## src/adcts_pkg.sv

```systemverilog
// package: register map, field positions, timing and states of the converter sequencer
package adcts_pkg;

  // register byte offsets
  localparam logic [7:0] ADCTS_MODE_OFS   = 8'h00;
  localparam logic [7:0] ADCTS_RESULT_OFS = 8'h04;
  localparam logic [7:0] ADCTS_STATUS_OFS = 8'h08;

  // adc_mode_reg fields
  localparam int ADCTS_RUN_BIT   = 7;
  localparam int ADCTS_TRG_BIT   = 6;
  localparam int ADCTS_SCAN_VARIANT_BIT  = 5;
  localparam int ADCTS_SPEED_BIT = 4;
  localparam int ADCTS_CH_MSB    = 3;
  localparam int ADCTS_CH_LSB    = 1;
  localparam int ADCTS_SCAN_BIT  = 0;
  localparam logic [7:0] ADCTS_MODE_RST = 8'h00;

  // status register fields
  localparam int ADCTS_ST_FLAG_BIT   = 0;
  localparam int ADCTS_ST_BUSY_BIT   = 1;
  localparam int ADCTS_ST_WAIT_BIT   = 2;
  localparam int ADCTS_ST_UNREAD_BIT = 3;
  localparam int ADCTS_ST_CH_LSB     = 4;

  // conversion timing in system clocks, sampling included
  localparam logic [7:0] ADCTS_CONV_SLOW = 8'hB4;
  localparam logic [7:0] ADCTS_CONV_FAST = 8'h78;
  localparam logic [7:0] ADCTS_SAMP_SLOW = 8'h24;
  localparam logic [7:0] ADCTS_SAMP_FAST = 8'h18;
  localparam logic [7:0] ADCTS_BIT_SLOW  = 8'((ADCTS_CONV_SLOW - ADCTS_SAMP_SLOW) / 8);
  localparam logic [7:0] ADCTS_BIT_FAST  = 8'((ADCTS_CONV_FAST - ADCTS_SAMP_FAST) / 8);

  // trigger-to-start latency
  localparam int ADCTS_CLK_MHZ     = 50;
  localparam int ADCTS_TRIG_DLY_US = 10;
  localparam logic [9:0] ADCTS_TRIG_DLY_CYC = 10'(ADCTS_TRIG_DLY_US * ADCTS_CLK_MHZ);

  typedef enum logic [1:0] {
    ST_IDLE = 2'b00,
    ST_WAIT = 2'b01,
    ST_DLY  = 2'b11,
    ST_CONV = 2'b10
  } adcts_state_e;

endpackage

```

## src/adcts_trigger_seq.sv

```systemverilog
// adc trigger sequencer: apb registers, start/trigger control, channel stepping
//
// Our own choices: the APB register port and the placing of the registers.
`timescale 1ns/1ps
module adcts_trigger_seq
  import adcts_pkg::*;
(
  // clock and reset
  input  wire logic        pclk,
  input  wire logic        presetn,
  // apb slave
  input  wire logic        psel,
  input  wire logic        penable,
  input  wire logic        pwrite,
  input  wire logic [11:0] paddr,
  input  wire logic [31:0] pwdata,
  output logic      [31:0] prdata,
  output logic             pready,
  output logic             pslverr,
  // trigger and power
  input  wire logic        trigger_edge_input,
  input  wire logic        low_power_req,
  // analog front end
  input  wire logic        comp_in,
  output logic      [2:0]  adc_channel,
  output logic      [7:0]  sar_code,
  output logic             sample_hold,
  output logic             comp_power_on,
  // events
  output logic             conversion_done_irq
);

  adcts_state_e st_q;
  adcts_state_e st_d;
  logic [7:0]  adc_mode_reg_q;
  logic [7:0]  conversion_result_q;
  logic        conversion_irq_flag_q;
  logic        unread_q;
  logic        done_irq_q;
  logic        power_q;
  logic [2:0]  ch_q;
  logic [2:0]  ch_d;
  logic [9:0]  dly_q;
  logic        pready_q;
  logic        pslverr_q;
  logic [31:0] prdata_q;
  logic        comp_s1_q;
  logic        comp_s2_q;
  logic        lp_s1_q;
  logic        lp_s2_q;
  logic        sar_start;
  logic        sar_abort;
  logic        sar_busy;
  logic        sar_done;
  logic        sar_sample;
  logic [7:0]  sar_code_w;
  logic        acc;
  logic        acc_end;
  logic        mode_wr;
  logic        stat_wr;
  logic        res_rd;
  logic        run;
  logic        external_trigger_select;
  logic        scan;
  logic        variant;
  logic [2:0]  chf;
  logic        edge_ok;
  logic        discard;
  logic        accept;

  function automatic logic mapped(input logic [11:0] a);
    mapped = (a == {4'h0, ADCTS_MODE_OFS}) || (a == {4'h0, ADCTS_RESULT_OFS}) ||
             (a == {4'h0, ADCTS_STATUS_OFS});
  endfunction

  ////////////////////////////////////////////////////////////////////////////
  // synchronisers for pins from outside the clock domain
  always_ff @(posedge pclk or negedge presetn) begin
    if (!presetn) begin
      comp_s1_q <= 1'b0;
      comp_s2_q <= 1'b0;
      lp_s1_q   <= 1'b0;
      lp_s2_q   <= 1'b0;
    end else begin
      comp_s1_q <= comp_in;
      comp_s2_q <= comp_s1_q;
      lp_s1_q   <= low_power_req;
      lp_s2_q   <= lp_s1_q;
    end
  end

  ////////////////////////////////////////////////////////////////////////////
  // apb: one wait state, write takes effect at the pready edge
  assign acc     = psel && penable;
  assign acc_end = acc && pready_q;
  assign mode_wr = acc_end && pwrite && !pslverr_q && (paddr[7:0] == ADCTS_MODE_OFS);
  assign stat_wr = acc_end && pwrite && !pslverr_q && (paddr[7:0] == ADCTS_STATUS_OFS);
  assign res_rd  = acc_end && !pwrite && !pslverr_q && (paddr[7:0] == ADCTS_RESULT_OFS);

  always_ff @(posedge pclk or negedge presetn) begin
    if (!presetn) begin
      pready_q  <= 1'b0;
      pslverr_q <= 1'b0;
      prdata_q  <= 32'h00000000;
    end else begin
      pready_q  <= acc && !pready_q;
      pslverr_q <= acc && !pready_q && !mapped(paddr);
      if (acc && !pready_q && !pwrite) begin
        case (paddr[7:0])
          ADCTS_MODE_OFS:   prdata_q <= {24'h000000, adc_mode_reg_q};
          ADCTS_RESULT_OFS: prdata_q <= {24'h000000, conversion_result_q};
          ADCTS_STATUS_OFS: prdata_q <= {25'h0000000, ch_q, unread_q,
                                         (st_q == ST_WAIT || st_q == ST_DLY),
                                         (st_q == ST_CONV), conversion_irq_flag_q};
          default:          prdata_q <= 32'h00000000;
        endcase
      end
    end
  end

  always_ff @(posedge pclk or negedge presetn) begin
    if (!presetn) begin
      adc_mode_reg_q <= ADCTS_MODE_RST;
    end else if (mode_wr) begin
      adc_mode_reg_q <= pwdata[7:0];
    end
  end

  assign run     = adc_mode_reg_q[ADCTS_RUN_BIT];
  assign external_trigger_select     = adc_mode_reg_q[ADCTS_TRG_BIT];
  assign scan    = adc_mode_reg_q[ADCTS_SCAN_BIT];
  assign variant = adc_mode_reg_q[ADCTS_SCAN_VARIANT_BIT];
  assign chf     = adc_mode_reg_q[ADCTS_CH_MSB:ADCTS_CH_LSB];

  // edge already qualified by the edge detector; ignored in software start
  assign edge_ok = trigger_edge_input && external_trigger_select;
  // unread result in scan variant 1: the conversion is thrown away
  assign discard = scan && variant && unread_q;
  assign accept  = (st_q == ST_CONV) && sar_done && !discard;

  ////////////////////////////////////////////////////////////////////////////
  // sequencer; any mode write passes through idle to pick up the new settings
  always_comb begin
    st_d      = st_q;
    ch_d      = ch_q;
    sar_start = 1'b0;
    sar_abort = 1'b0;
    if (lp_s2_q || mode_wr || !run) begin
      st_d      = ST_IDLE;
      sar_abort = 1'b1;
    end else begin
      case (st_q)
        ST_IDLE: begin
          if (external_trigger_select) begin
            st_d = ST_WAIT;
          end else begin
            st_d      = ST_CONV;
            sar_start = 1'b1;
            ch_d      = scan ? 3'h0 : chf;
          end
        end
        ST_WAIT: begin
          if (edge_ok) begin
            st_d = ST_DLY;
          end
        end
        ST_DLY: begin
          if (!edge_ok && dly_q == ADCTS_TRIG_DLY_CYC - 10'h001) begin
            st_d      = ST_CONV;
            sar_start = 1'b1;
            ch_d      = scan ? 3'h0 : chf;
          end
        end
        ST_CONV: begin
          if (edge_ok) begin
            st_d      = ST_DLY;
            sar_abort = 1'b1;
          end else if (sar_done) begin
            sar_start = 1'b1;
            if (!discard) begin
              ch_d = !scan ? chf : (ch_q == chf) ? 3'h0 : 3'(ch_q + 3'h1);
            end
          end
        end
        default: begin
          st_d = ST_IDLE;
        end
      endcase
    end
  end

  always_ff @(posedge pclk or negedge presetn) begin
    if (!presetn) begin
      st_q <= ST_IDLE;
      ch_q <= 3'h0;
    end else begin
      st_q <= st_d;
      ch_q <= ch_d;
    end
  end

  // a new edge during the delay restarts the count
  always_ff @(posedge pclk or negedge presetn) begin
    if (!presetn) begin
      dly_q <= 10'h000;
    end else if (st_q != ST_DLY || edge_ok) begin
      dly_q <= 10'h000;
    end else begin
      dly_q <= dly_q + 10'h001;
    end
  end

  ////////////////////////////////////////////////////////////////////////////
  // result, done pulse and flags; a set in the clearing cycle wins
  always_ff @(posedge pclk or negedge presetn) begin
    if (!presetn) begin
      conversion_result_q <= 8'h00;
      done_irq_q          <= 1'b0;
    end else begin
      done_irq_q <= accept;
      if (accept) begin
        conversion_result_q <= sar_code_w;
      end
    end
  end

  always_ff @(posedge pclk or negedge presetn) begin
    if (!presetn) begin
      conversion_irq_flag_q <= 1'b0;
    end else if (accept) begin
      conversion_irq_flag_q <= 1'b1;
    end else if (stat_wr && pwdata[ADCTS_ST_FLAG_BIT]) begin
      conversion_irq_flag_q <= 1'b0;
    end
  end

  always_ff @(posedge pclk or negedge presetn) begin
    if (!presetn) begin
      unread_q <= 1'b0;
    end else if (accept) begin
      unread_q <= 1'b1;
    end else if (res_rd || mode_wr) begin
      unread_q <= 1'b0;
    end
  end

  // comparator power follows run, not the low-power request
  always_ff @(posedge pclk or negedge presetn) begin
    if (!presetn) begin
      power_q <= 1'b0;
    end else begin
      power_q <= run;
    end
  end

  adcts_sar u_sar (
    .pclk     (pclk),
    .presetn  (presetn),
    .start    (sar_start),
    .abort    (sar_abort),
    .fast     (adc_mode_reg_q[ADCTS_SPEED_BIT]),
    .comp_hi  (comp_s2_q),
    .busy_q   (sar_busy),
    .done_q   (sar_done),
    .sample_q (sar_sample),
    .code_q   (sar_code_w)
  );

  assign prdata              = prdata_q;
  assign pready              = pready_q;
  assign pslverr             = pslverr_q;
  assign adc_channel         = ch_q;
  assign sar_code            = sar_code_w;
  assign sample_hold         = sar_sample;
  assign comp_power_on       = power_q;
  assign conversion_done_irq = done_irq_q;
endmodule

```

## src/adcts_sar.sv

```systemverilog
// successive approximation timing engine for one 8-bit conversion
`timescale 1ns/1ps
module adcts_sar
  import adcts_pkg::*;
(
  // clock and reset
  input  wire logic       pclk,
  input  wire logic       presetn,
  // control
  input  wire logic       start,
  input  wire logic       abort,
  input  wire logic       fast,
  input  wire logic       comp_hi,
  // status and result
  output logic            busy_q,
  output logic            done_q,
  output logic            sample_q,
  output logic [7:0]      code_q
);

  logic [7:0] cnt_q;
  logic [7:0] sub_q;
  logic [2:0] idx_q;
  logic [7:0] total;
  logic [7:0] samp;
  logic [7:0] bitc;

  assign total = fast ? ADCTS_CONV_FAST : ADCTS_CONV_SLOW;
  assign samp  = fast ? ADCTS_SAMP_FAST : ADCTS_SAMP_SLOW;
  assign bitc  = fast ? ADCTS_BIT_FAST : ADCTS_BIT_SLOW;

  ////////////////////////////////////////////////////////////////////////////
  // start restarts from scratch, so an abort-and-restart needs one pulse
  always_ff @(posedge pclk or negedge presetn) begin
    if (!presetn) begin
      busy_q   <= 1'b0;
      sample_q <= 1'b0;
      cnt_q    <= 8'h00;
      sub_q    <= 8'h00;
      idx_q    <= 3'h7;
      code_q   <= 8'h00;
    end else if (start) begin
      busy_q   <= 1'b1;
      sample_q <= 1'b1;
      cnt_q    <= 8'h00;
      sub_q    <= 8'h00;
      idx_q    <= 3'h7;
      code_q   <= 8'h00;
    end else if (abort) begin
      busy_q   <= 1'b0;
      sample_q <= 1'b0;
    end else if (busy_q) begin
      cnt_q <= cnt_q + 8'h01;
      if (sample_q) begin
        if (cnt_q == samp - 8'h01) begin
          sample_q  <= 1'b0;
          code_q[7] <= 1'b1;
        end
      end else if (sub_q == bitc - 8'h01) begin
        sub_q         <= 8'h00;
        code_q[idx_q] <= comp_hi;
        if (idx_q != 3'h0) begin
          code_q[3'(idx_q - 3'h1)] <= 1'b1;
          idx_q                    <= 3'(idx_q - 3'h1);
        end
      end else begin
        sub_q <= sub_q + 8'h01;
      end
      if (cnt_q == total - 8'h01) begin
        busy_q <= 1'b0;
      end
    end
  end

  always_ff @(posedge pclk or negedge presetn) begin
    if (!presetn) begin
      done_q <= 1'b0;
    end else begin
      done_q <= busy_q && !start && !abort && (cnt_q == total - 8'h01);
    end
  end
endmodule

```

## config.mk

```make
export PLATFORM = sky130hd
export DESIGN_NAME = adcts_trigger_seq
export DESIGN_NICKNAME = d
export VERILOG_FILES = /design/src/adcts_pkg.sv /design/src/adcts_trigger_seq.sv /design/src/adcts_sar.sv
export SDC_FILE = /design/constraint.sdc
export NUM_CORES = 1
export LEC_CHECK = 0
export ABC_AREA = 1
export BUFFER_PORTS_ARGS = -buffer_cell sky130_fd_sc_hd__buf_2
export CELL_PAD_IN_SITES_DETAIL_PLACEMENT = 0
export CELL_PAD_IN_SITES_GLOBAL_PLACEMENT = 1
export CORE_MARGIN = 4
export CORE_UTILIZATION = 36
export CTS_CLUSTER_DIAMETER = 40
export DETAILED_ROUTE_END_ITERATION = 10
export PLACE_DENSITY_LB_ADDON = 0.08
export SLEW_MARGIN = 30
export SYNTH_ARGS = -nofsm -noshare
export SYNTH_HDL_FRONTEND = slang
export SYNTH_SLANG_ARGS = --single-unit
```

## constraint.sdc

```tcl
create_clock -name pclk -period 2 [get_ports pclk]
set_input_delay 0.3 -clock pclk [delete_from_list [all_inputs] [get_ports pclk]]
set_output_delay 0.3 -clock pclk [all_outputs]
set_load 0.05 [all_outputs]
```

==> results.md, run 1 <==
* Io pins at 100
* Via/cell ratio at 4.665
* Power Internal at 2.645 mW
* Net Sw Frac at 25.03%
* Root buffer cell: clkbuf_16
* Max cap viols at 0
* Antenna violations before repair at 0
* Die H at 119.7 um
* Initial DRC Count at 219
* HPWL Detailed at between 8 and 9 mm
* Routed Antenna Nets at 0
* Rel. slew slack at 66.48%
* First-pass GRT wire length at between 15 and 20 mm
* Leakage at about 2.6 nW
* Worst EP required at approximately 2.2 ns
* Worst-Skew Late Latency at 0.35 ns
* Sw power at 882.9 uW
* Power share of the combinational group at 5.8%
* Initial Util at 37.09%
* Area grow syn2layout at 18.33%
* CP Capture Type: flip-flop
* Post-synth top area share at a little over two fifths
* CTS tree: done
* Sequential Power Share at roughly 46%
* Ranking of synthesized cells by area: dfrtp_1 42%, nand2_1 10%, inv_1 6.0%
* Total track usage at between 10% and 20%
* # DRC at 0
* Final wirelength at approximately 11 mm
* Min cycle time layout at 1.864 ns
* Yosys warns at 0
* VDD IR max at 240.5 uV
* Final Cycle Share at between 90 and 100%
* Fillers at 1268
* Dpl cell area at 0.004941 sq mm
* Worst-Margin Slew at between 0.4 and 0.5 ns
* Max-slew violations at 0
* Fmax at roughly 0.54 GHz
* Critical path launch point type: flip-flop
* Area leader, netlist: dfrtp_1
* Min-delay worst type: input pin to flip-flop
* Yosys reg bits at 79
* H-tree depth at 3
* Die X at 119.7 um
* Die area at 0.01433 sq mm
* Met3 WL at 402 um
* Post-synthesis sequential area ratio at roughly 44%
* Primary FF master, synth: dfrtp_1
* Number of port buffers at 51
* Vias in the first global route at 3717
* Core area at 0.01211 sq mm
* Clock share of power at 48.6%
* Met2 wire length at 5.010 mm
* Post-synth EDFFs at 0
* Final hold viol count at 0
* Fin nets at 703
* Most common cell in the netlist: nand2_1
* Design area at 0.005315 sq mm
* Finish-stage setup viols at 0
* Highest routed layer: met4
* Post-route met1 wirelength at 5.324 mm
* Post-Synthesis Cells at 566
* Antenna Cells at 0
* Post-synth top cells: 125 x nand2_1, 76 x dfrtp_1, 72 x inv_1
* Proportion of layout cells with a drive suffix above 1 at 18.76%
* Syn avg cell area at 7.936 sq um
* Vias at roughly 3800
* FFs w/ async S/R, synth at 100.0%
* Longest Clk Path Bufs at 2
* CP arrival at 2.09 ns
* Tot Pwr at 3.528 mW
* CTS clk-pin slew, worst paths at 0.06 ns
* Critical path class: flip-flop to flip-flop
* CP max FO at 6
* Avg WL per Cell at 13.37 um
* DRT Pass-1 Iters at 4
* PwrDens at 663.7 mW/mm^2
* Cell variety after synth at 39
* Worst Skew at between 0.007 and 0.008 ns
* Largest net degree at the start of global routing at 52
* Mapped Area at 0.004492 sq mm
* Clock sinks at 79
* Num rows at 40
* Num CTS Buffers at 9
* GR Overflow Total at 0
* Final GP Congestion at 0.8205
* Status: completed
flip-flops by register name, indices dropped and copies added, names as in the netlist, 2 cells and up:
register             flops
adc_channel              3
adc_mode_reg_q           8
conversion_result_q      8
dly_q                   10
prdata                   8
st_q                     2
u_sar.cnt_q              8
u_sar.code_q             8
u_sar.idx_q              3
u_sar.sub_q              8
cell families after synthesis:
kind of cell	after synthesis	synth area share (%)
other	1	0.08349
AND/OR/NAND/NOR	257	26.66
AO/OA/AOI/OAI	102	12.56
flip-flops	79	44.09
XOR/XNOR	11	2.145
adder cells (fa/ha/maj)	11	3.064
buffers and inverters	105	11.39
placed cells by master, fill, tap and decap left out, types with 3 or more instances in the layout:
cell type   synthesis  routed
nand2_1           125     124
dfrtp_1            76      76
inv_1              72      71
buf_2               0      50
o21ai_0            47      47
nor2_1             43      43
nand3_1            33      33
a21oi_1            25      25
conb_1              1      24
buf_4              27      18
nor3_1             10      10
ha_1               11      10
nand4_1             9       9
clkbuf_16           0       9
nand2_2             7       8
o22ai_1             8       8
o21ai_1             7       7
o21ai_2             7       7
nor4_1              6       6
xnor2_1             6       6
nor3b_1             5       5
xor2_1              5       5
nor2_2              4       3
and3_1              3       3
nand2_4             4       3
clkinvlp_4          0       3
dfstp_2             3       3
layer usage:
layer  global-route usage (%)  vias to the layer above
met4                    6.228                        0
met3                    2.639                        9
met2                    25.00                       72
met5                        0                        -
met1                    21.81                     1762
li1                         -                     1950
what timing repair did:
action,CTS,global route
hold buffers,1,0
resized for setup,0,6
buffers inserted,0,3
endpoints found under the hold margin,28,0
setup endpoints to repair,0,26
layout make-up:
cell class,instances,area (sq um),share of cell area (%)
multi-input cells,406,2115,39.78
inverters,73,274.0,5.155
repair buffers,71,426.7,8.027
well taps,168,210.2,3.955
clock inverters,6,70.07,1.318
flip-flops and latches,79,1981,37.26
clock buffers,10,239.0,4.496
through the flow:
step	setup slack, ns	cells	hold WS (ns)	setup TNS (ns)	util [%]
after floorplan	0.1135	589	0.004409	0	-
after global placement	0.1292	792	0.2646	0	40.80
after detailed placement	0.09595	792	0.2688	0	40.80
after CTS	0.06455	809	0.04888	0	43.43
after global routing	-0.01392	813	0.05199	-0.05637	43.88
final	0.1362	813	0.05620	0	43.88
final timing paths:
kind	start	to	slack, ns	cells after the start
max	st_q[0]	u_sar.sub_q[5]	0.14	11
max reg2reg	st_q[0]	u_sar.sub_q[5]	0.14	11
min in group asynchronous	presetn	adc_mode_reg_q[2]	0.43	2
min reg2reg	comp_s1_q	comp_s2_q	0.35	0
min	comp_in	comp_s1_q	0.06	1
max in group asynchronous	presetn	u_sar.idx_q[1]	0.89	3
power groups by stage:
stage	clock network (mW)	registers [mW]	logic [mW]
after floorplan	0	1.65	0.156
after global placement	0	1.64	0.203
after detailed placement	0	1.64	0.204
after CTS	1.76	1.61	0.206
after global routing	1.82	1.61	0.221
final	1.71	1.61	0.203
worst max-delay path, stage by stage (launching register included):
cell	delay, ns
dfrtp_1	0.42
inv_1	0.12
ha_2	0.23
nand2_1	0.06
inv_1	0.07
a22oi_1	0.07
nand2_2	0.14
nand3_4	0.17
buf_4	0.19
buf_4	0.14
nand4_1	0.07
o21ai_1	0.07
No activity file was read; power rests on OpenSTA's default activity.
==> inputs of run 2 (changes only) <==
CORE_ASPECT_RATIO = 0.6   (was default)
==> run 2 against run 1 <==
  * Setup slack better by 0.040 ns
  * Utilization rose by 0.47 points
  * Power up 3.3%
  * Clock-buffer cell count is 1 lower
  * Non-clock buffer count rose by 8
  * Clock power grew 7%
  * Sequential cell count did not move
  * Hold slack better by 0.0078 ns
  * Critical path type unchanged
  * Largest cell class unchanged
  * Largest power group unchanged
  * Highest routed layer unchanged
==> results.md, run 2 (synthesized netlist as in run 1, its figures left out) <==
* Final GP Congestion at 0.8598 (was 0.8205)
* Vias at 3829 (was 3793)
* Top reg by flops: dly_q (unchanged)
* Leakage at 2.670 nW (was 2.616 nW)
* Worst Setup Slack post-DPL at 0.09142 ns (was 0.09595 ns)
* Worst hold margin at 0.06397 ns (was 0.05620 ns)
* Largest net degree at the start of global routing at 38 (was 52)
* CTS clk-pin slew, worst paths at 0.07 ns (was 0.06 ns)
* PwrDens at 676.5 mW/mm^2 (was 663.7 mW/mm^2)
* Final Cycle Share at 91.21% (was 93.19%)
* Fillers at 1234 (was 1268)
* CTS tree: done (unchanged)
* Dpl cell area at 0.004997 sq mm (was 0.004941 sq mm)
* Design area at 0.005385 sq mm (was 0.005315 sq mm)
* Worst Skew at 0.009954 ns (was 0.007333 ns)
* Core area at 0.01214 sq mm (was 0.01211 sq mm)
* Initial DRC Count at 297 (was 219)
* Max FFs per register at 10 (unchanged)
* Most frequent cells in the layout: 124 x nand2_1, 76 x dfrtp_1, 72 x inv_1 (was 124 x nand2_1, 76 x dfrtp_1, 71 x inv_1)
* Area grow syn2layout at 19.89% (was 18.33%)
* Routed Antenna Nets at 0 (unchanged)
* Worst-Skew Late Latency at 0.34 ns (was 0.35 ns)
* Setup TNS at 0 ns (unchanged)
* # DRC at 0 (unchanged)
* Crit path cell chain: nand3_1, nor2_2, nand2_4, nand2_2, nor2_2, nand3_4, nand2_4, buf_4, nand4_1, nand2_1 (was inv_1, ha_2, nand2_1, inv_1, a22oi_1, nand2_2, nand3_4, buf_4, buf_4, nand4_1, o21ai_1)
* RSZ-0062 raised after global routing: no
* Max stage delay on crit path at 0.41 ns (was 0.42 ns)
* Status: completed (unchanged)
* Worst EP required at 2.28 ns (was 2.23 ns)
* Die X at 152.2 um (was 119.7 um)
* Finish-stage setup viols at 0 (unchanged)
* CP arrival at 2.10 ns (was 2.09 ns)
* Power Internal at 2.750 mW (was 2.645 mW)
* Final hold viol count at 0 (unchanged)
* Final wirelength at 11.18 mm (was 10.87 mm)
* Vias in the first global route at 3520 (was 3717)
* Final setup margin at 0.1758 ns (was 0.1362 ns)
* First-pass GRT wire length at 18.18 mm (was 18.28 mm)
* Num rows at 31 (was 40)
* Max-slew violations at 0 (unchanged)
* Critical path launch point type: flip-flop (unchanged)
* Sequential Power Share at 44.2% (was 45.7%)
* Clock share of power at 50.1% (was 48.6%)
* Longest Clk Path Bufs at 2 (unchanged)
* Min cycle time layout at 1.824 ns (was 1.864 ns)
* Clock sinks at 79 (unchanged)
* Initial Util at 37.00% (was 37.09%)
* Area of the multi-input gates at 0.002112 sq mm (was 0.002115 sq mm)
* Via/cell ratio at 4.681 (was 4.665)
* Total track usage at 15.86% (was 15.85%)
* Final core utilization at 44.36% (was 43.88%)
* Min-delay worst type: input pin to flip-flop (unchanged)
* CP Capture Type: flip-flop (unchanged)
* HPWL Detailed at 8.432 mm (was 8.078 mm)
* Critical path class: flip-flop to flip-flop (unchanged)
* Io pins at 100 (unchanged)
* Fmax at 0.5482 GHz (was 0.5365 GHz)
* Power share of the combinational group at 5.7% (was 5.8%)
* Root buffer cell: clkbuf_16 (unchanged)
* VDD IR max at 347.7 uV (was 240.5 uV)
* CP max FO at 9 (was 6)
* Die area at 0.01439 sq mm (was 0.01433 sq mm)
* DRT Pass-1 Iters at 5 (was 4)
* Die H at 94.53 um (was 119.7 um)
* Slowest stage cell, crit path: dfrtp_1 (unchanged)
* Num CTS Buffers at 9 (unchanged)
* Number of port buffers at 51 (unchanged)
* Antenna Cells at 0 (unchanged)
* Reg area at 0.001981 sq mm (unchanged)
* Antenna violations before repair at 0 (unchanged)
* Net Sw Frac at 24.50% (was 25.03%)
* Sw power at 892.6 uW (was 882.9 uW)
* H-tree depth at 3 (unchanged)
* GR Overflow Total at 0 (unchanged)
* Commonest non-fill, non-tap cell in the layout: nand2_1 (unchanged)
* Proportion of layout cells with a drive suffix above 1 at 19.75% (was 18.76%)
* Avg WL per Cell at 13.67 um (was 13.37 um)
* Max cap viols at 0 (unchanged)
* Fin nets at 711 (was 703)
run 2: repair_timing:
item,CTS,global route
setup buffers,0,3
endpoints found under the setup margin,0,23
hold buffers,1,0
gates resized for setup,0,4
endpoints found under the hold margin,18,0
run 2: cell type report:
class	instances	share of cell area [%]
clock buffer	9	4.182
sequential	79	36.78
clock inverter	7	1.928
multi-input combinational	406	39.22
timing repair buffer	79	8.968
tap	165	3.834
inverter	73	5.088
run 2: power by group through the flow:
stage	Sequential, mW	Clock, mW	Combinational (mW)
5_1_grt	1.61	1.95	0.225
3_5_place_dp	1.64	0	0.207
4_1_cts	1.61	1.87	0.209
3_3_place_gp	1.64	0	0.205
2_1_floorplan	1.65	0	0.156
6_report	1.61	1.83	0.206
run 2: worst paths after layout:
kind                       slack, ns     startpoint  depth (start not counted)             end
setup / recovery                0.18         pready                         10  u_sar.idx_q[0]
hold / removal                  0.06  low_power_req                          1         lp_s1_q
setup reg to reg                0.18         pready                         10  u_sar.idx_q[0]
hold reg to reg                 0.35      comp_s1_q                          0       comp_s2_q
max in group asynchronous       0.98        presetn                          3        dly_q[2]
min in group asynchronous       0.40        presetn                          2       comp_s2_q
run 2: through the flow:
step | total power, mW | cells
floorplan | 1.804 | 589
CTS | 3.694 | 814
global route | 3.782 | 818
global placement | 1.847 | 797
finish | 3.643 | 818
detailed placement | 1.849 | 797
run 2: critical path: cells and delay by family, from the launching register on:
kind                   cells  cell delay, ns
buffers and inverters      1            0.19
DFF                        1            0.41
and+or+nand+nor            9            1.17
run 2: per-layer routing:
| metal | GRT usage (%) | wire length [um] |
|---|---|---|
| met5 | 0 | 0 |
| met4 | 4.114 | 99 |
| met3 | 4.167 | 576 |
| met2 | 22.56 | 4662 |
| met1 | 23.77 | 5841 |
==> inputs of run 3 (changes only) <==
CORE_UTILIZATION = 40   (was 36)
clock period = 2.2 ns   (was 2 ns; I/O delays follow)
==> run 3 against run 2 <==
  * Register-to-register slack improved by 0.02 ns
  * Cell area decreased by 4.1%
  * Fmax decreased by 9.2%
  * Via count unchanged
  * Sequential power decreased by 9%
  * Utilization increased by 3.5 points
  * Combinational power decreased by 11%
  * Power decreased by 17%
  * Hold slack improved by 0.033 ns
  * Non-clock buffer count decreased by 15
  * Sequential cell count unchanged
  * Clock power decreased by 26%
==> results.md, run 3 (synthesized netlist as in run 1, its figures left out) <==
* First-pass GRT wire length at 18.26 mm (was 18.18 mm)
* Fmax at 0.4979 GHz (was 0.5482 GHz)
* Highest routed layer: met4 (unchanged)
* Routed Antenna Nets at 0 (unchanged)
* Initial Util at 41.68% (was 37.00%)
* Post-route met1 wirelength at 5.848 mm (was 5.841 mm)
* CP max FO at 13 (was 9)
* Hold EP: lp_s1_q (unchanged)
* Num CTS Buffers at 9 (unchanged)
* CP Capture Type: flip-flop (unchanged)
* Number of port buffers at 51 (unchanged)
* Max cap viols at 0 (unchanged)
* Flop2flop setup slack at 0.19 ns (was 0.18 ns)
* Dpl cells at 759 (was 797)
* CP arrival at 2.22 ns (was 2.10 ns)
* Vias in the first global route at 3544 (was 3520)
* Worst EP required at 2.41 ns (was 2.28 ns)
* Largest net degree at the start of global routing at 49 (was 38)
* Vias at 3829 (unchanged)
* GR Overflow Total at 0 (unchanged)
* Reg2reg end: u_sar.cnt_q[5] (was u_sar.idx_q[0])
* CTS tree: done (unchanged)
* Final wirelength at 11.05 mm (was 11.18 mm)
* Io pins at 100 (unchanged)
* Critical path class: flip-flop to flip-flop (unchanged)
* Post-CTS Setup Bufs at 0 (unchanged)
* Max FFs per register at 10 (unchanged)
* Cell Count, Final, Fillers Out at 776 (was 818)
* Commonest non-fill, non-tap cell in the layout: nand2_1 (unchanged)
* Worst hold margin at 0.09714 ns (was 0.06397 ns)
* # DRC at 0 (unchanged)
* Root buffer cell: clkbuf_16 (unchanged)
* PwrDens at 584.0 mW/mm^2 (was 676.5 mW/mm^2)
* Die H at 90.09 um (was 94.53 um)
* Final core utilization at 47.90% (was 44.36%)
* Die area at 0.01304 sq mm (was 0.01439 sq mm)
* VDD IR max at 394.9 uV (was 347.7 uV)
* RSZ-0062 raised after global routing: no (unchanged)
* DRT Pass-1 Iters at 5 (unchanged)
* HPWL Detailed at 8.171 mm (was 8.432 mm)
* Core area at 0.01078 sq mm (was 0.01214 sq mm)
* Initial DRC Count at 312 (was 297)
* Worst-Skew Late Latency at 0.34 ns (about the same)
* CTS clk-pin slew, worst paths at 0.06 ns (was 0.07 ns)
* WHS Path Cells at 1 (unchanged)
* Met2 wire length at 4.497 mm (was 4.662 mm)
* Rel. slew slack at 66.25%
* Final hold viol count at 0 (unchanged)
* Proportion of layout cells with a drive suffix above 1 at 17.27% (was 19.75%)
* Met3 WL at 606 um (was 576 um)
* H-tree depth at 3 (unchanged)
* Beginning of the worst hold path: low_power_req (unchanged)
* Avg WL per Cell at 14.24 um (was 13.67 um)
* Fin nets at 695 (was 711)
* Clock sinks at 79 (unchanged)
* Area grow syn2layout at 14.93% (was 19.89%)
* Min cycle time layout at 2.008 ns (was 1.824 ns)
* Worst Skew at 0.008451 ns (was 0.009954 ns)
* Die X at 144.8 um (was 152.2 um)
* Reg2Reg Launch Point: st_q[0] (was pready)
* Antenna Cells at 0 (unchanged)
* Max-slew violations at 0 (unchanged)
* Setup TNS at 0 ns (unchanged)
* Via/cell ratio at 4.934 (was 4.681)
* Longest Clk Path Bufs at 2 (unchanged)
* Worst r2r path cells at 11 (was 10)
* Final Cycle Share at 91.29% (was 91.21%)
* Antenna violations before repair at 0 (unchanged)
* Num rows at 29 (was 31)
* Top reg by flops: dly_q (unchanged)
* Critical path launch point type: flip-flop (unchanged)
* Finish-stage setup viols at 0 (unchanged)
* Min-delay worst type: input pin to flip-flop (unchanged)
* Leakage at 2.584 nW (was 2.670 nW)
* Most frequent cells in the layout: 125 x nand2_1, 76 x dfrtp_1, 72 x inv_1 (was 124 x nand2_1, 76 x dfrtp_1, 72 x inv_1)
* Worst-Margin Slew at 0.5051 ns
* Total track usage at 17.46% (was 15.86%)
* Status: completed (unchanged)
* Final GP Congestion at 0.8795 (was 0.8598)
-- run 3: metal layers --
metal	track usage (%)	up-vias
met5	0	-
met4	4.270	0
met3	4.083	10
met2	23.66	92
met1	27.56	1792
li1	-	1935
-- run 3: critical path: stages, from the launching register on --
cell and delay, ns:
dfrtp_1 0.41, inv_1 0.14, ha_1 0.27, nand2_1 0.07
inv_1 0.08, a22oi_1 0.07, nand2_2 0.11, nand3_4 0.21
nand2_1 0.27, inv_1 0.12, nand2_1 0.08, o31ai_1 0.06
-- run 3: power by group --
group          internal, mW  total, mW  leakage [nW]  switching [mW]
clock network         0.758       1.36         0.124           0.607
logic                0.0311      0.183          1.49           0.152
registers              1.46       1.47         0.973         0.00671
total                  2.25       3.01          2.58           0.766
-- run 3: cell type report --
class	instances	area (sq um)
inverter	73	274.0
sequential	79	1981
multi-input combinational	405	2097
tap	139	173.9
clock buffer	10	229.0
clock inverter	6	37.54
fill	1071	5614
timing repair buffer	64	370.4
-- run 3: timing repair --
item / CTS / global route
hold buffers: 1 / 0
gates resized for setup: 0 / 2
endpoints found under the hold margin: 31 / 0
setup endpoints to repair: 0 / 5
-- run 3: worst max-delay path by stage --
stage / startpoint / cells after the start / slack (ns) / endpoint
4_1_cts: st_q[0] / 11 / 0.17 / u_sar.code_q[0]
5_1_grt: st_q[0] / 11 / 0.002 / u_sar.cnt_q[5]
6_report: st_q[0] / 11 / 0.19 / u_sar.cnt_q[5]
3_5_place_dp: st_q[0] / 11 / 0.19 / u_sar.code_q[6]
2_1_floorplan: u_sar.idx_q[0] / 9 / 0.31 / u_sar.code_q[7]
3_3_place_gp: st_q[0] / 11 / 0.27 / u_sar.code_q[2]
-- run 3: through the flow --
stage / total power [mW] / worst slack [ns] / area (sq um)
global placement: 1.675 / 0.2689 / 4875
CTS: 3.066 / 0.1730 / 5151
global route: 3.149 / 0.002284 / 5162
detailed placement: 1.677 / 0.1888 / 4875
finish: 3.015 / 0.1916 / 5162
floorplan: 1.640 / 0.3135 / 4578
